$ cat config.mk
export PLATFORM = sky130hd
export DESIGN_NAME = rsq_sequencer
export DESIGN_NICKNAME = d
export VERILOG_FILES = /design/src/rsq_sequencer.sv /design/src/rsq_sync.sv /design/src/rsq_pulse_filter.sv
export SDC_FILE = /design/constraint.sdc
export NUM_CORES = 1
export LEC_CHECK = 0
export BUFFER_PORTS_ARGS = -buffer_cell sky130_fd_sc_hd__clkbuf_2
export CORE_ASPECT_RATIO = 1.1
export CORE_MARGIN = 2
export CORE_UTILIZATION = 53
export DETAILED_ROUTE_END_ITERATION = 8
export PLACE_DENSITY = 0.8
export SETUP_SLACK_MARGIN = 0.05
export SLEW_MARGIN = 25
export SYNTH_ARGS = -nofsm -noshare
export SYNTH_HDL_FRONTEND = slang
export SYNTH_SLANG_ARGS = --single-unit
$ cat constraint.sdc
create_clock -name hclk -period 3 [get_ports hclk]
set_input_delay 0.3 -clock hclk [delete_from_list [all_inputs] [get_ports hclk]]
set_output_delay 0.3 -clock hclk [all_outputs]
set_load 0.05 [all_outputs]
$ cat src/rsq_sequencer.sv
/*
  Reset and start-up sequencer: constants package and top module.
  Assumes a 40 MHz hclk, an AHB-Lite master with this as its only slave,
  and asynchronous supply, brown-out, pin and oscillator inputs.
*/

package rsq_pkg;
  localparam int CLK_MHZ = 40;
  localparam int RC_TICK_NS = 1000;
  localparam int RC_TICK_CYCLES = RC_TICK_NS * CLK_MHZ / 1000;
  localparam int POWER_UP_DELAY_TIMER_TIME_US = 72000;
  localparam int POWER_UP_DELAY_TIMER_TICKS = POWER_UP_DELAY_TIMER_TIME_US * 1000 / RC_TICK_NS;
  localparam int BOR_TIME_US = 100;
  localparam int BOR_TICKS = (BOR_TIME_US * 1000 + RC_TICK_NS - 1) / RC_TICK_NS;
  localparam int OST_CYCLES = 1024;
  localparam int PIN_FILTER_NS = 2000;
  localparam int PIN_FILTER_CYCLES = (PIN_FILTER_NS * CLK_MHZ + 999) / 1000;

  localparam int ADDR_W = 8;
  localparam logic [ADDR_W-1:0] CTRL_OFFSET = 8'h00;
  localparam logic [ADDR_W-1:0] STATUS_OFFSET = 8'h04;

  localparam int CTRL_OSC_LSB = 0;
  localparam int CTRL_POWER_UP_DELAY_TIMER_EN_BIT = 2;
  localparam int CTRL_BOR_EN_BIT = 3;
  localparam int STAT_TIMEOUT_BIT = 0;
  localparam int STAT_POWERDOWN_BIT = 1;
  localparam int STAT_POR_N_BIT = 2;
  localparam int STAT_BOR_N_BIT = 3;
  localparam int STAT_CAUSE_LSB = 4;
  localparam int STAT_BUSY_BIT = 7;

  localparam logic [1:0] OSC_LP = 2'h0;
  localparam logic [1:0] OSC_XT = 2'h1;
  localparam logic [1:0] OSC_HS = 2'h2;
  localparam logic [1:0] OSC_RC = 2'h3;

  typedef struct packed {
    logic bor_en;
    logic power_up_delay_timer_en;
    logic [1:0] osc_mode;
  } rsq_cfg_s;

  typedef struct packed {
    logic timeout_flag;
    logic powerdown_flag;
    logic por_status_n;
    logic bor_status_n;
  } rsq_flags_s;

  localparam rsq_cfg_s CFG_RESET = '{bor_en: 1'b1, power_up_delay_timer_en: 1'b0, osc_mode: OSC_RC};
  localparam rsq_flags_s FLAGS_RESET = '{timeout_flag: 1'b1, powerdown_flag: 1'b1,
                                         por_status_n: 1'b1, bor_status_n: 1'b1};

  typedef enum logic [2:0] {
    CAUSE_NONE,
    CAUSE_POWER_ON,
    CAUSE_PIN_RUN,
    CAUSE_PIN_SLEEP,
    CAUSE_WDT_RESET,
    CAUSE_WDT_WAKE,
    CAUSE_BROWN_OUT
  } rsq_cause_e;

  typedef enum logic [2:0] {
    ST_OFF,
    ST_HOLD,
    ST_POWER_UP_DELAY_TIMER,
    ST_OST,
    ST_FINAL,
    ST_WDT_RST,
    ST_RUN
  } rsq_state_e;
endpackage

`timescale 1ns/1ps

module rsq_sequencer #(
  parameter int POWER_UP_DELAY_TIMER_TICKS = rsq_pkg::POWER_UP_DELAY_TIMER_TICKS,
  parameter int BOR_TICKS = rsq_pkg::BOR_TICKS,
  parameter int OST_CYCLES = rsq_pkg::OST_CYCLES,
  parameter int RC_TICK_CYCLES = rsq_pkg::RC_TICK_CYCLES,
  parameter int PIN_FILTER_CYCLES = rsq_pkg::PIN_FILTER_CYCLES
) (
  input wire logic hclk,
  input wire logic hresetn,
  input wire logic hsel,
  input wire logic [31:0] haddr,
  input wire logic [1:0] htrans,
  input wire logic hwrite,
  input wire logic [2:0] hsize,
  input wire logic [31:0] hwdata,
  input wire logic hready,
  output logic [31:0] hrdata,
  output logic hreadyout,
  output logic hresp,
  input wire logic external_reset_pin_n,
  input wire logic supply_ok,
  input wire logic low_supply_detect,
  input wire logic oscillator_input_pin,
  input wire logic watchdog_timeout,
  input wire logic core_sleeping,
  output logic reg_reset_n,
  output logic core_hold,
  output rsq_pkg::rsq_flags_s status_flags,
  output rsq_pkg::rsq_cause_e reset_cause
);

  localparam int PW = $clog2(POWER_UP_DELAY_TIMER_TICKS + 1);
  localparam int BW = $clog2(BOR_TICKS + 1);
  localparam int OW = $clog2(OST_CYCLES + 1);
  localparam int DW = $clog2(RC_TICK_CYCLES + 1);

  if (POWER_UP_DELAY_TIMER_TICKS < 1 || BOR_TICKS < 1 || OST_CYCLES < 1 || RC_TICK_CYCLES < 1) begin : g_chk
    $error("rsq_sequencer: all counts must be at least 1");
  end

  logic pin_s;
  logic pin_f;
  logic supply_s;
  logic low_s;
  logic osc_s;

  // Pin is synchronised first, then filtered on hclk
  rsq_sync #(.WIDTH(1), .RESET_VALUE(1'b1)) u_pin_sync (
    .hclk(hclk),
    .hresetn(hresetn),
    .async_in(external_reset_pin_n),
    .sync_out(pin_s)
  );

  rsq_pulse_filter #(.STABLE_CYCLES(PIN_FILTER_CYCLES), .RESET_VALUE(1'b1)) u_pin_filt (
    .hclk(hclk),
    .hresetn(hresetn),
    .level_in(pin_s),
    .level_out(pin_f)
  );

  rsq_sync #(.WIDTH(3), .RESET_VALUE(3'h0)) u_misc_sync (
    .hclk(hclk),
    .hresetn(hresetn),
    .async_in({supply_ok, low_supply_detect, oscillator_input_pin}),
    .sync_out({supply_s, low_s, osc_s})
  );

  function automatic logic is_crystal(input logic [1:0] mode);
    is_crystal = (mode != rsq_pkg::OSC_RC);
  endfunction

  function automatic logic addr_hit(input logic [31:0] a, input logic [7:0] off);
    addr_hit = (a[rsq_pkg::ADDR_W-1:0] == off);
  endfunction

  rsq_pkg::rsq_state_e state_reg, state_next;
  rsq_pkg::rsq_cause_e cause_reg, cause_next;
  rsq_pkg::rsq_cfg_s cfg_reg, cfg_next;
  rsq_pkg::rsq_flags_s flags_reg, flags_next;
  logic [PW-1:0] power_up_delay_timer_cnt_reg, power_up_delay_timer_cnt_next;
  logic [BW-1:0] bor_cnt_reg, bor_cnt_next;
  logic [OW-1:0] ost_cnt_reg, ost_cnt_next;
  logic [DW-1:0] div_reg, div_next;
  logic supply_prev_reg, supply_prev_next;
  logic osc_prev_reg, osc_prev_next;
  logic reg_reset_n_reg, reg_reset_n_next;
  logic core_hold_reg, core_hold_next;
  logic wr_pend_reg, wr_pend_next;
  logic [31:0] wr_addr_reg, wr_addr_next;
  logic [31:0] hrdata_reg, hrdata_next;

  logic rc_tick;
  logic osc_edge;
  logic bor_low;
  logic bor_trip;
  logic power_up_delay_timer_on;
  logic sw_set_por;
  logic sw_set_bor;
  logic addr_phase;

  // Timebase of the power-up delay, kept apart from the main oscillator
  always_comb begin
    div_next = (div_reg == DW'(RC_TICK_CYCLES - 1)) ? '0 : div_reg + DW'(1);
    rc_tick = (div_reg == DW'(RC_TICK_CYCLES - 1));
    supply_prev_next = supply_s;
    osc_prev_next = osc_s;
    osc_edge = osc_s && !osc_prev_reg;
  end

  // Low supply must persist for the minimum duration before it trips
  always_comb begin
    bor_low = cfg_reg.bor_en && low_s;
    bor_cnt_next = '0;
    if (bor_low) begin
      bor_cnt_next = bor_cnt_reg;
      if (rc_tick && bor_cnt_reg != BW'(BOR_TICKS)) begin
        bor_cnt_next = bor_cnt_reg + BW'(1);
      end
    end
    bor_trip = bor_low && (bor_cnt_reg == BW'(BOR_TICKS));
  end

  always_comb begin
    addr_phase = hsel && hready && htrans[1];
    wr_pend_next = addr_phase && hwrite;
    wr_addr_next = addr_phase ? haddr : wr_addr_reg;
    hrdata_next = hrdata_reg;
    if (addr_phase && !hwrite) begin
      hrdata_next = '0;
      if (addr_hit(haddr, rsq_pkg::CTRL_OFFSET)) begin
        hrdata_next[rsq_pkg::CTRL_OSC_LSB +: 2] = cfg_reg.osc_mode;
        hrdata_next[rsq_pkg::CTRL_POWER_UP_DELAY_TIMER_EN_BIT] = cfg_reg.power_up_delay_timer_en;
        hrdata_next[rsq_pkg::CTRL_BOR_EN_BIT] = cfg_reg.bor_en;
      end else if (addr_hit(haddr, rsq_pkg::STATUS_OFFSET)) begin
        hrdata_next[rsq_pkg::STAT_TIMEOUT_BIT] = flags_reg.timeout_flag;
        hrdata_next[rsq_pkg::STAT_POWERDOWN_BIT] = flags_reg.powerdown_flag;
        hrdata_next[rsq_pkg::STAT_POR_N_BIT] = flags_reg.por_status_n;
        hrdata_next[rsq_pkg::STAT_BOR_N_BIT] = flags_reg.bor_status_n;
        hrdata_next[rsq_pkg::STAT_CAUSE_LSB +: 3] = cause_reg;
        hrdata_next[rsq_pkg::STAT_BUSY_BIT] = core_hold_reg;
      end
    end
    cfg_next = cfg_reg;
    if (wr_pend_reg && addr_hit(wr_addr_reg, rsq_pkg::CTRL_OFFSET)) begin
      cfg_next.osc_mode = hwdata[rsq_pkg::CTRL_OSC_LSB +: 2];
      cfg_next.power_up_delay_timer_en = hwdata[rsq_pkg::CTRL_POWER_UP_DELAY_TIMER_EN_BIT];
      cfg_next.bor_en = hwdata[rsq_pkg::CTRL_BOR_EN_BIT];
    end
    sw_set_por = wr_pend_reg && addr_hit(wr_addr_reg, rsq_pkg::STATUS_OFFSET)
                 && hwdata[rsq_pkg::STAT_POR_N_BIT];
    sw_set_bor = wr_pend_reg && addr_hit(wr_addr_reg, rsq_pkg::STATUS_OFFSET)
                 && hwdata[rsq_pkg::STAT_BOR_N_BIT];
  end

  // Sequencer; supply loss and brown-out outrank the step in progress, pin and watchdog act only in ST_RUN
  always_comb begin
    state_next = state_reg;
    cause_next = cause_reg;
    flags_next = flags_reg;
    power_up_delay_timer_cnt_next = power_up_delay_timer_cnt_reg;
    ost_cnt_next = ost_cnt_reg;
    power_up_delay_timer_on = cfg_reg.power_up_delay_timer_en || cfg_reg.bor_en;
    // Software sets the POR and BOR status bits; a hardware clear in the same cycle wins
    if (sw_set_por) begin
      flags_next.por_status_n = 1'b1;
    end
    if (sw_set_bor) begin
      flags_next.bor_status_n = 1'b1;
    end
    if (!supply_s) begin
      state_next = rsq_pkg::ST_OFF;
    end else if (state_reg == rsq_pkg::ST_OFF) begin
      if (!supply_prev_reg) begin
        cause_next = rsq_pkg::CAUSE_POWER_ON;
        flags_next.timeout_flag = 1'b1;
        flags_next.powerdown_flag = 1'b1;
        flags_next.por_status_n = 1'b0;
        power_up_delay_timer_cnt_next = '0;
        ost_cnt_next = '0;
        if (power_up_delay_timer_on) begin
          state_next = rsq_pkg::ST_POWER_UP_DELAY_TIMER;
        end else if (is_crystal(cfg_reg.osc_mode)) begin
          state_next = rsq_pkg::ST_OST;
        end else begin
          state_next = rsq_pkg::ST_FINAL;
        end
      end
    end else if (bor_trip || (state_reg == rsq_pkg::ST_POWER_UP_DELAY_TIMER && bor_low
                 && cause_reg == rsq_pkg::CAUSE_BROWN_OUT)) begin
      state_next = rsq_pkg::ST_HOLD;
      cause_next = rsq_pkg::CAUSE_BROWN_OUT;
      flags_next.timeout_flag = 1'b1;
      flags_next.powerdown_flag = 1'b1;
      flags_next.bor_status_n = 1'b0;
    end else if (state_reg == rsq_pkg::ST_RUN && !pin_f) begin
      state_next = rsq_pkg::ST_HOLD;
      if (core_sleeping) begin
        cause_next = rsq_pkg::CAUSE_PIN_SLEEP;
        flags_next.timeout_flag = 1'b1;
        flags_next.powerdown_flag = 1'b0;
      end else begin
        cause_next = rsq_pkg::CAUSE_PIN_RUN;
      end
    end else if (state_reg == rsq_pkg::ST_RUN && watchdog_timeout) begin
      flags_next.timeout_flag = 1'b0;
      ost_cnt_next = '0;
      if (core_sleeping) begin
        cause_next = rsq_pkg::CAUSE_WDT_WAKE;
        flags_next.powerdown_flag = 1'b0;
        state_next = is_crystal(cfg_reg.osc_mode) ? rsq_pkg::ST_OST : rsq_pkg::ST_RUN;
      end else begin
        // Internal reset only; the pin is an input and is never driven
        cause_next = rsq_pkg::CAUSE_WDT_RESET;
        flags_next.powerdown_flag = 1'b1;
        state_next = rsq_pkg::ST_WDT_RST;
      end
    end else begin
      unique case (state_reg)
        rsq_pkg::ST_OFF: begin
          state_next = rsq_pkg::ST_OFF;
        end
        rsq_pkg::ST_HOLD: begin
          if (cause_reg == rsq_pkg::CAUSE_BROWN_OUT) begin
            if (!low_s || !cfg_reg.bor_en) begin
              power_up_delay_timer_cnt_next = '0;
              state_next = rsq_pkg::ST_POWER_UP_DELAY_TIMER;
            end
          end else if (pin_f) begin
            state_next = rsq_pkg::ST_RUN;
          end
        end
        rsq_pkg::ST_POWER_UP_DELAY_TIMER: begin
          // Pin level is not looked at here, so the delay runs on under a held pin
          if (rc_tick) begin
            power_up_delay_timer_cnt_next = power_up_delay_timer_cnt_reg + PW'(1);
            if (power_up_delay_timer_cnt_reg == PW'(POWER_UP_DELAY_TIMER_TICKS - 1)) begin
              ost_cnt_next = '0;
              state_next = is_crystal(cfg_reg.osc_mode) ? rsq_pkg::ST_OST
                                                        : rsq_pkg::ST_FINAL;
            end
          end
        end
        rsq_pkg::ST_OST: begin
          // Edges are seen through a synchroniser: the input must stay below hclk/2
          if (osc_edge) begin
            ost_cnt_next = ost_cnt_reg + OW'(1);
            if (ost_cnt_reg == OW'(OST_CYCLES - 1)) begin
              state_next = rsq_pkg::ST_FINAL;
            end
          end
        end
        rsq_pkg::ST_FINAL: begin
          if (pin_f) begin
            state_next = rsq_pkg::ST_RUN;
          end
        end
        rsq_pkg::ST_WDT_RST: begin
          state_next = rsq_pkg::ST_RUN;
        end
        rsq_pkg::ST_RUN: begin
          state_next = rsq_pkg::ST_RUN;
        end
        default: begin
          state_next = rsq_pkg::ST_OFF;
        end
      endcase
    end
    // Registered outputs release on an hclk edge only after every source is done
    core_hold_next = (state_next != rsq_pkg::ST_RUN);
    // A lost supply must reset registers even when the last cause was a wake
    reg_reset_n_next = !core_hold_next || (cause_next == rsq_pkg::CAUSE_WDT_WAKE
                       && state_next != rsq_pkg::ST_OFF);
  end

  always_ff @(posedge hclk or negedge hresetn) begin
    if (!hresetn) begin
      state_reg <= rsq_pkg::ST_OFF;
      cause_reg <= rsq_pkg::CAUSE_NONE;
      cfg_reg <= rsq_pkg::CFG_RESET;
      flags_reg <= rsq_pkg::FLAGS_RESET;
      power_up_delay_timer_cnt_reg <= '0;
      bor_cnt_reg <= '0;
      ost_cnt_reg <= '0;
      div_reg <= '0;
      supply_prev_reg <= 1'b0;
      osc_prev_reg <= 1'b0;
      reg_reset_n_reg <= 1'b0;
      core_hold_reg <= 1'b1;
      wr_pend_reg <= 1'b0;
      wr_addr_reg <= '0;
      hrdata_reg <= '0;
    end else begin
      state_reg <= state_next;
      cause_reg <= cause_next;
      cfg_reg <= cfg_next;
      flags_reg <= flags_next;
      power_up_delay_timer_cnt_reg <= power_up_delay_timer_cnt_next;
      bor_cnt_reg <= bor_cnt_next;
      ost_cnt_reg <= ost_cnt_next;
      div_reg <= div_next;
      supply_prev_reg <= supply_prev_next;
      osc_prev_reg <= osc_prev_next;
      reg_reset_n_reg <= reg_reset_n_next;
      core_hold_reg <= core_hold_next;
      wr_pend_reg <= wr_pend_next;
      wr_addr_reg <= wr_addr_next;
      hrdata_reg <= hrdata_next;
    end
  end

  // Zero-wait slave; hsize is not checked since only word transfers occur
  assign hreadyout = 1'b1;
  assign hresp = 1'b0;
  assign hrdata = hrdata_reg;
  assign reg_reset_n = reg_reset_n_reg;
  assign core_hold = core_hold_reg;
  assign status_flags = flags_reg;
  assign reset_cause = cause_reg;

endmodule

$ cat src/rsq_sync.sv
/*
  Two-flop level synchroniser for inputs that come from outside hclk.
  Assumes the input changes slower than one hclk period per level.
*/
`timescale 1ns/1ps

module rsq_sync #(
  parameter int WIDTH = 1,
  parameter logic [WIDTH-1:0] RESET_VALUE = '0
) (
  input wire logic hclk,
  input wire logic hresetn,
  input wire logic [WIDTH-1:0] async_in,
  output logic [WIDTH-1:0] sync_out
);

  logic [WIDTH-1:0] meta_reg;
  logic [WIDTH-1:0] meta_next;
  logic [WIDTH-1:0] sync_reg;
  logic [WIDTH-1:0] sync_next;

  if (WIDTH < 1) begin : g_chk
    $error("rsq_sync: WIDTH must be at least 1");
  end

  // First stage feeds the second stage only
  always_comb begin
    meta_next = async_in;
    sync_next = meta_reg;
  end

  always_ff @(posedge hclk or negedge hresetn) begin
    if (!hresetn) begin
      meta_reg <= RESET_VALUE;
      sync_reg <= RESET_VALUE;
    end else begin
      meta_reg <= meta_next;
      sync_reg <= sync_next;
    end
  end

  assign sync_out = sync_reg;

endmodule

$ cat src/rsq_pulse_filter.sv
/*
  Pulse filter: the output follows the input only after the input has
  held a new level for STABLE_CYCLES consecutive clocks.
  Assumes a synchronised input on the same clock.
*/
`timescale 1ns/1ps

module rsq_pulse_filter #(
  parameter int STABLE_CYCLES = 80,
  parameter logic RESET_VALUE = 1'b1
) (
  input wire logic hclk,
  input wire logic hresetn,
  input wire logic level_in,
  output logic level_out
);

  localparam int CW = $clog2(STABLE_CYCLES + 1);

  logic [CW-1:0] cnt_reg;
  logic [CW-1:0] cnt_next;
  logic out_reg;
  logic out_next;

  if (STABLE_CYCLES < 1) begin : g_chk
    $error("rsq_pulse_filter: STABLE_CYCLES must be at least 1");
  end

  // A short pulse restarts nothing but its own count and is dropped
  always_comb begin
    cnt_next = '0;
    out_next = out_reg;
    if (level_in != out_reg) begin
      if (cnt_reg == CW'(STABLE_CYCLES - 1)) begin
        out_next = level_in;
      end else begin
        cnt_next = cnt_reg + CW'(1);
      end
    end
  end

  always_ff @(posedge hclk or negedge hresetn) begin
    if (!hresetn) begin
      cnt_reg <= '0;
      out_reg <= RESET_VALUE;
    end else begin
      cnt_reg <= cnt_next;
      out_reg <= out_next;
    end
  end

  assign level_out = out_reg;

endmodule

==> impl_results.rst, run 1 <==
.. list-table::
   :header-rows: 1

   * - Metric
     - Value
   * - Outcome
     - complete, but fails checks
   * - Failing checks
     - hold timing
   * - Clock latency at the later pin of the worst-skew pair
     - around 0.37 ns
   * - Fraction of post-synthesis cell area in the top cell type by area
     - 42.07%
   * - GR Layer Usage met1
     - 27.80%
   * - Element type at the critical path end
     - flip-flop
   * - Area added between synthesis and finish
     - 9.452%
   * - Reg2reg setup slack
     - between 0.3 and 0.4 ns
   * - Placer Congestion
     - between 0.9 and 1
   * - Unrepaired setup endpoints after global routing
     - no
   * - Maximum clock skew at final layout
     - 0.01320 ns
   * - Summed negative setup slack over all endpoints
     - 0 ns
   * - EDFF count, synth
     - 0
   * - Placement Rows
     - 36
   * - Final Hold Viols
     - 22
   * - Height of the die
     - approximately 100 microns
   * - Worst slew pin tran
     - around 0.93 ns
   * - Max-cap check violation count
     - 0
   * - Routed via count
     - between 3k and 4k
   * - Maximum clock rate
     - between 0.3 and 0.4 GHz
   * - Post-CTS Setup Bufs
     - 0
   * - Origin of the critical flop-to-flop path
     - power_up_delay_timer_cnt_reg[0]
   * - Number of buffers created by CTS
     - 9
   * - Leading cell type in the layout, fill and taps excluded
     - sky130_fd_sc_hd__dfrtp_1
   * - Largest register FFs
     - 17
   * - Register area share after synthesis
     - 48.07%
   * - Type of the tightest min-delay check
     - in2async
   * - Routed Wire Length
     - 9.742 mm
   * - Width of the die
     - around 95 microns
   * - Root Buffer
     - sky130_fd_sc_hd__clkbuf_8
   * - Core Region
     - 8828 sq um
   * - Footprint of the flip-flops and latches
     - 2316 sq um
   * - Sinks on the clock net
     - just over 90
   * - Commonest non-fill, non-tap cells in the layout
     - 81 x sky130_fd_sc_hd__dfrtp_1, 42 x sky130_fd_sc_hd__o21ai_0, 41 x sky130_fd_sc_hd__nor2_1, 39 x sky130_fd_sc_hd__clkbuf_2, 37 x sky130_fd_sc_hd__nand2_1
   * - FFs w/ async S/R, synth
     - 100.0%
   * - Worst r2r dst
     - ost_cnt_reg[4]
   * - Final slew viol count
     - 0
   * - Number of gates given a new drive strength after cts
     - 0
   * - Worst setup path endpoint
     - ost_cnt_reg[4]
   * - IO Pins
     - around 120
   * - Ranking of synthesized cells by area
     - sky130_fd_sc_hd__dfrtp_1 42%, sky130_fd_sc_hd__dfstp_2 6.0%, sky130_fd_sc_hd__o21ai_0 4.4%
   * - Effective utilization at floorplan
     - ~55%
   * - Iteration-0 DRC count of the detailed router
     - between 200 and 300
   * - Worst Path Max Fanout
     - 13
   * - Timing startpoint of the critical path
     - power_up_delay_timer_cnt_reg[0]
   * - Reg clk slew, reported paths
     - 0.08 ns
   * - Synthesized netlist cell count
     - ~500
   * - Final net count
     - roughly 620
   * - Arrival time of data at the critical path endpoint
     - 2.96 ns
   * - Post-Route Utilization
     - between 50% and 60%
   * - Number of search-and-repair iterations in the first detailed-routing pass
     - 5
   * - Leftover overflow at the end of global routing
     - 0
   * - Met2 Resource Use GR
     - 32.98%
   * - Drt wl/cell
     - around 15 microns
   * - Required time at the worst-slack endpoint
     - 3.27 ns
   * - Count of unresolved DRC violations after routing
     - 0
   * - Final worst-path cycle share
     - between 80% and 90%
   * - Fraction of layout cells with a size suffix above 1
     - around a fifth
   * - Synth warn
     - 0
   * - Library cell occupying the most area in the post-synthesis netlist
     - sky130_fd_sc_hd__dfrtp_1
   * - Startpoint Class
     - flip-flop
   * - Die outline area
     - about 10000 sq um
   * - Vias in the first global route
     - ~3.6k
   * - Syn avg cell area
     - 9.734 sq um
   * - GR Layer Usage met3
     - roughly 3.6%
   * - Total power of the final layout
     - 2.999 mW
   * - Most used routing layer
     - met2
   * - Clock period minus worst slack
     - around 2.7 ns
   * - Pwr/cell area
     - between 500 and 600 nW/um^2
   * - Post-DR vias/cell
     - about 5.8
   * - Normalized max-slew margin
     - a little under two fifths
   * - Total setup violations reported at the end of the flow
     - 0
   * - Input/output buffers
     - 40
   * - Antenna Cells
     - 0
   * - # fillers
     - ~750
   * - Cell Area, Synth
     - approximately 4800 sq um
   * - Routed Antenna Nets
     - 0
   * - FF-to-FF path depth
     - 8
   * - Antenna violations before repair
     - 0
   * - Worst vdd ir
     - between 0.2 and 0.25 mV
   * - Number of buffers on the longest clock path
     - 2
   * - Number of unique standard cell types used by synthesis
     - about 60
   * - Placed wire-length estimate after detailed placement
     - between 6 and 7 mm
   * - Level count of the clock H-tree
     - 3
   * - Start-to-end type of the worst setup path
     - reg2reg
   * - Area of the multi-input gates
     - approximately 2300 sq um
   * - Most frequently used flop master after synthesis
     - sky130_fd_sc_hd__dfrtp_1
   * - Total leakage power
     - roughly 2.3 nW
   * - Worst slack on hold paths
     - -0.04092 ns
   * - Wire length of the first global-routing pass
     - 16.55 mm
   * - Clock tree from TritonCTS
     - built
   * - Flip-flop and latch count after synthesis
     - 92
   * - All-Layer GR Usage
     - between 20% and 30%
   * - Maximum number of pins on one net before global-route repair
     - slightly above 90
-- logic make-up (layout without fill, tap and decap cells) --
family          count (synthesis)  in the layout  synth area share (%)
compound gates                107            107                 14.10
xor+xnor                       16             16                 2.908
fa+ha+maj                       6              6                 1.558
buf+inv                        55             78                 6.647
flops                          92             92                 48.07
mux                            18             18                 4.051
other cells                     2             26                0.1559
simple gates                  199            199                 22.51
-- per-layer routing --
metal | routed length [microns] | share of wire [%]
met1 | 4362 | 45
met5 | 0 | 0
met2 | 4773 | 49
met4 | 210 | 2.2
met3 | 395 | 4.1
-- repair_timing --
item | in CTS | in global routing
endpoints found under the setup margin | 0 | 0
hold endpoints to repair | 1 | 0
hold buffers | 1 | 0
-- worst max-delay path, stage by stage (launching register included) --
cell	delay, ns
sky130_fd_sc_hd__dfrtp_1	0.39
sky130_fd_sc_hd__ha_1	0.21
sky130_fd_sc_hd__nand3_1	0.23
sky130_fd_sc_hd__nor4_2	0.49
sky130_fd_sc_hd__a21oi_1	0.12
sky130_fd_sc_hd__or4_4	0.51
sky130_fd_sc_hd__or2_0	0.25
sky130_fd_sc_hd__buf_4	0.17
sky130_fd_sc_hd__o31ai_1	0.21
-- cell usage after synthesis, types with 2 or more instances --
cell and instances:
sky130_fd_sc_hd__a21oi_1 15, sky130_fd_sc_hd__a22o_1 5, sky130_fd_sc_hd__a22oi_1 2, sky130_fd_sc_hd__a31oi_1 10, sky130_fd_sc_hd__and2_1 12, sky130_fd_sc_hd__and3_1 15, sky130_fd_sc_hd__and3b_1 3, sky130_fd_sc_hd__buf_2 3
sky130_fd_sc_hd__buf_4 27, sky130_fd_sc_hd__clkbuf_1 13, sky130_fd_sc_hd__conb_1 2, sky130_fd_sc_hd__dfrtp_1 81, sky130_fd_sc_hd__dfstp_2 11, sky130_fd_sc_hd__ha_1 6, sky130_fd_sc_hd__inv_1 10, sky130_fd_sc_hd__mux2_2 12
sky130_fd_sc_hd__mux2i_1 6, sky130_fd_sc_hd__nand2_1 37, sky130_fd_sc_hd__nand2b_1 7, sky130_fd_sc_hd__nand3_1 28, sky130_fd_sc_hd__nand3b_1 3, sky130_fd_sc_hd__nand4_1 6, sky130_fd_sc_hd__nand4b_1 5, sky130_fd_sc_hd__nor2_1 41
sky130_fd_sc_hd__nor2b_1 5, sky130_fd_sc_hd__nor3_1 6, sky130_fd_sc_hd__nor4_1 5, sky130_fd_sc_hd__nor4b_1 2, sky130_fd_sc_hd__nor4bb_1 2, sky130_fd_sc_hd__o211ai_1 2, sky130_fd_sc_hd__o21ai_0 42, sky130_fd_sc_hd__o21ai_1 3
sky130_fd_sc_hd__o221ai_1 2, sky130_fd_sc_hd__o31ai_1 14, sky130_fd_sc_hd__o41ai_2 2, sky130_fd_sc_hd__or2_2 2, sky130_fd_sc_hd__or3_1 9, sky130_fd_sc_hd__or4_1 3, sky130_fd_sc_hd__or4_4 2, sky130_fd_sc_hd__xnor2_1 6
sky130_fd_sc_hd__xor2_1 10
-- layout make-up --
class | instances | area share, %
multi-input combinational | 372 | 43.08
clock buffer | 10 | 2.610
timing repair buffer | 52 | 5.670
sequential | 92 | 43.91
tap | 114 | 2.705
inverter | 10 | 0.7117
clock inverter | 6 | 1.305
-- stage by stage --
step                      hold slack, ns  cell area [sq um]  cells  setup slack (ns)
after CTS                        0.01386               5274    656            0.3204
after floorplan                 0.004409               4908    519            0.6429
final                           -0.04092               5274    656            0.3147
after global placement            0.3380               5054    639            0.3699
after global routing             0.01712               5274    656           0.09623
after detailed placement          0.3418               5057    639            0.2979
-- report_power, final --
group          switching [mW]  internal (mW)
clock                   0.454          0.414
sequential             0.0734           1.31
combinational           0.482          0.264
-- worst min-delay path by stage --
stage          slack [ns]  cells after the start                         endpoint
4_1_cts              0.01                      1          u_misc_sync.meta_reg[1]
5_1_grt              0.02                      1          u_misc_sync.meta_reg[1]
6_report            -0.04                      1  power_up_delay_timer_cnt_reg[0]
3_3_place_gp         0.34                      0          u_misc_sync.sync_out[0]
2_1_floorplan       0.004                      0                   bor_cnt_reg[0]
3_5_place_dp         0.34                      0          u_misc_sync.sync_out[2]
Power figures use the tool's default switching activity.
==> run 2: changes to the inputs <==
--- a/config.mk
+++ b/config.mk
@@ -8,11 +8,12 @@
 export BUFFER_PORTS_ARGS = -buffer_cell sky130_fd_sc_hd__clkbuf_2
 export CORE_ASPECT_RATIO = 1.1
 export CORE_MARGIN = 2
-export CORE_UTILIZATION = 53
+export CORE_UTILIZATION = 48
 export DETAILED_ROUTE_END_ITERATION = 8
-export PLACE_DENSITY = 0.8
+export PLACE_DENSITY = 0.76
 export SETUP_SLACK_MARGIN = 0.05
 export SLEW_MARGIN = 25
 export SYNTH_ARGS = -nofsm -noshare
 export SYNTH_HDL_FRONTEND = slang
 export SYNTH_SLANG_ARGS = --single-unit
+export TNS_END_PERCENT = 1
==> constraint.sdc (replaced) <==
create_clock -name hclk -period 2.2 [get_ports hclk]
set_input_delay 0.22 -clock hclk [delete_from_list [all_inputs] [get_ports hclk]]
set_output_delay 0.22 -clock hclk [all_outputs]
set_load 0.05 [all_outputs]
==> impl_results.rst, run 2 (synthesized netlist as in run 1, its figures left out) <==
.. list-table::
   :header-rows: 1

   * - Metric
     - Value
   * - Post-CTS Setup Bufs
     - 0 (unchanged)
   * - Worst r2r dst
     - ost_cnt_reg[9]
   * - Placed wire-length estimate after detailed placement
     - 7.709 mm (+11%)
   * - WP buf/inv
     - 1 (unchanged)
   * - Final worst-path cycle share
     - 108.1% (+19 points)
   * - Final critical-path setup slack
     - -0.1773 ns (-0.4920 ns)
   * - Commonest non-fill, non-tap cells in the layout
     - 76 x sky130_fd_sc_hd__dfrtp_1, 56 x sky130_fd_sc_hd__buf_4, 41 x sky130_fd_sc_hd__nor2_1, 39 x sky130_fd_sc_hd__clkbuf_2, 37 x sky130_fd_sc_hd__nand2_1
   * - Clock latency at the later pin of the worst-skew pair
     - 0.38 ns (about the same)
   * - Clock period minus worst slack
     - 2.377 ns (-0.3080 ns)
   * - Clock tree from TritonCTS
     - built
   * - Width of the die
     - 99.53 microns (+4.9%)
   * - Routed Wire Length
     - 10.35 mm (+6.2%)
   * - Largest register FFs
     - 17 (unchanged)
   * - Normalized max-slew margin
     - 66.44% (+29 points)
   * - Pwr/cell area
     - 759.8 nW/um^2 (+34%)
   * - Arrival time of data at the critical path endpoint
     - 2.64 ns (-0.32 ns)
   * - Total setup violations reported at the end of the flow
     - 20 (+20)
   * - Fraction of layout cells with a size suffix above 1
     - 27.24% (+8.6 points)
   * - Effective utilization at floorplan
     - 48.96% (-5.6 points)
   * - Sinks on the clock net
     - 92 (unchanged)
   * - Post-DR vias/cell
     - 5.529 (-4.0%)
   * - Start-to-end type of the worst setup path
     - reg2reg
   * - Outcome
     - complete, but fails checks
   * - Iteration-0 DRC count of the detailed router
     - 209 (-22%)
   * - Leading cell type in the layout, fill and taps excluded
     - sky130_fd_sc_hd__dfrtp_1
   * - Number of search-and-repair iterations in the first detailed-routing pass
     - 8 (+3)
   * - Worst Path Max Fanout
     - 5 (-8)
   * - Height of the die
     - 109.1 microns (+4.9%)
   * - Startpoint Class
     - flip-flop
   * - Count of unresolved DRC violations after routing
     - 0 (unchanged)
   * - Origin of the critical flop-to-flop path
     - power_up_delay_timer_cnt_reg[7]
   * - Number of buffers on the longest clock path
     - 2 (unchanged)
   * - Drt wl/cell
     - 14.56 microns (-2.0%)
   * - Failing checks
     - setup timing
   * - Maximum number of pins on one net before global-route repair
     - 52 (-44%)
   * - Vias in the first global route
     - 3848 (+5.7%)
   * - Largest stage delay, worst path
     - 0.54 ns (+0.03 ns)
   * - Worst slew pin tran
     - 0.4982 ns (-0.4359 ns)
   * - Leftover overflow at the end of global routing
     - 0 (unchanged)
   * - Level count of the clock H-tree
     - 3 (unchanged)
   * - FF-to-FF path depth
     - 7 (-1)
   * - Unrepaired setup endpoints after global routing
     - yes
   * - Input/output buffers
     - 40 (unchanged)
   * - Worst vdd ir
     - 0.4013 mV (+91%)
   * - All-Layer GR Usage
     - 20.18% (-0.77 points)
   * - Cells on Worst Hold Path
     - 3
   * - Total leakage power
     - 2.591 nW (+11%)
   * - Placer Congestion
     - 0.9236 (+2.5%)
   * - Required time at the worst-slack endpoint
     - 2.46 ns (-0.81 ns)
   * - Final slew viol count
     - 0 (unchanged)
   * - Wire length of the first global-routing pass
     - 17.53 mm (+5.9%)
   * - Routed Antenna Nets
     - 0 (unchanged)
   * - CP most frequent cell
     - sky130_fd_sc_hd__or4_4
   * - Category of cells accounting for the largest share of critical-path delay
     - simple AND/OR/NAND/NOR gates
   * - Crit-path slowest cell
     - sky130_fd_sc_hd__or4_4
   * - Element type at the critical path end
     - flip-flop
   * - Reg2reg setup slack
     - -0.18 ns (-0.49 ns)
   * - Die outline area
     - 10860 sq um (+10%)
   * - Area added between synthesis and finish
     - 19.58%
   * - # fillers
     - 803 (+7.6%)
   * - Final net count
     - 672 (+7.9%)
   * - Reg clk slew, reported paths
     - 0.10 ns (+0.02 ns)
   * - Summed negative setup slack over all endpoints
     - -1.745 ns (-1.745 ns)
   * - Maximum clock skew at final layout
     - 0.01918 ns (+0.005977 ns)
   * - Footprint of the flip-flops and latches
     - 2322 sq um (+0.27%)
   * - Core Region
     - 9842 sq um (+11%)
   * - Capture endpoint of the worst hold path
     - wr_pend_reg
   * - Max-cap check violation count
     - 0 (unchanged)
   * - Maximum clock rate
     - 0.4206 GHz (+13%)
   * - Placement Rows
     - 38 (+5.6%)
   * - Area of the multi-input gates
     - 2345 sq um (+3.2%)
   * - CP Cell Sequence
     - or4_4 > nor4_4 > a21oi_1 > or4_4 > or2_1 > buf_4 > o31ai_2
   * - Antenna violations before repair
     - 0 (unchanged)
   * - Routed via count
     - 3931 (+4.0%)
   * - Type of the tightest min-delay check
     - in2reg
   * - IO Pins
     - 123 (unchanged)
   * - Number of buffers created by CTS
     - 9 (unchanged)
   * - Root Buffer
     - sky130_fd_sc_hd__clkbuf_8
   * - Antenna Cells
     - 0 (unchanged)
   * - Worst min-delay path startpoint
     - hwrite
   * - Post-Route Utilization
     - 58.54% (-1.2 points)
   * - Final Hold Viols
     - 0 (-100%)
[run 2: cell count changes in the layout (fill, tap and decap cells not counted), moves of 2 or more]
cell | previous run | this run
sky130_fd_sc_hd__dfrtp_2 | 0 | 5
sky130_fd_sc_hd__o31ai_1 | 14 | 11
sky130_fd_sc_hd__dlygate4sd3_1 | 1 | 5
sky130_fd_sc_hd__o21ai_2 | 0 | 2
sky130_fd_sc_hd__o21ai_1 | 3 | 7
sky130_fd_sc_hd__o31ai_2 | 1 | 3
sky130_fd_sc_hd__o21ai_0 | 42 | 36
sky130_fd_sc_hd__dfrtp_1 | 81 | 76
sky130_fd_sc_hd__or3_1 | 9 | 7
sky130_fd_sc_hd__or3_4 | 0 | 2
sky130_fd_sc_hd__buf_4 | 11 | 56
[run 2: cell type report]
type	instances	area share (%)
clock inverters	6	1.629
flip-flops and latches	92	40.30
clock buffers	10	2.215
multi-input cells	372	40.69
well taps	120	2.606
repair buffers	101	11.90
inverters	10	0.6515
[run 2: metal layers]
metal	vias to the layer above	wire length, microns	global-route usage [%]	share of wire, %
met1	1898	4515	24.35	44
met5	-	0	0	0
li1	1910	-	-	-
met3	20	450	3.654	4.3
met4	0	279	11.06	2.7
met2	103	5104	34.27	49
[run 2: worst max path at each step]
| stage | end | from | depth (start not counted) |
|---|---|---|---|
| final | ost_cnt_reg[9] | power_up_delay_timer_cnt_reg[7] | 7 |
| after global routing | ost_cnt_reg[5] | div_reg[1] | 8 |
| after CTS | ost_cnt_reg[5] | power_up_delay_timer_cnt_reg[7] | 7 |
| after detailed placement | ost_cnt_reg[9] | div_reg[0] | 8 |
| after floorplan | ost_cnt_reg[3] | power_up_delay_timer_cnt_reg[9] | 7 |
| after global placement | ost_cnt_reg[9] | power_up_delay_timer_cnt_reg[7] | 7 |
[run 2: repair_timing]
action,CTS,global route
resized for setup,14,9
endpoints found under the setup margin,28,30
pin swaps,5,5
gates cloned,0,0
hold buffers,5,0
hold endpoints to repair,19,0
[run 2: stage by stage]
step	hold slack (ns)	total power, mW	setup slack, ns	std cells	area, sq um
5_1_grt	0.04754	4.609	-0.2929	711	5762
2_1_floorplan	-0.07559	2.671	-0.08153	519	4913
4_1_cts	0.03652	4.398	-0.1850	711	5744
3_5_place_dp	0.09867	3.081	-0.1891	690	5415
6_report	0.05428	4.378	-0.1773	711	5762
3_3_place_gp	0.09650	3.045	-0.1116	690	5415
[run 2: worst reg2reg max path, stage by stage, from the launching register on]
cell and delay (ns):
sky130_fd_sc_hd__dfrtp_1 0.42, sky130_fd_sc_hd__or4_4 0.54, sky130_fd_sc_hd__nor4_4 0.18, sky130_fd_sc_hd__a21oi_1 0.09
sky130_fd_sc_hd__or4_4 0.42, sky130_fd_sc_hd__or2_1 0.24, sky130_fd_sc_hd__buf_4 0.17, sky130_fd_sc_hd__o31ai_2 0.21
[run 2: where the power goes]
| group | internal, mW | switching (mW) |
|---|---|---|
| sequential | 1.79 | 0.0706 |
| clock | 0.652 | 0.622 |
| combinational | 0.499 | 0.741 |
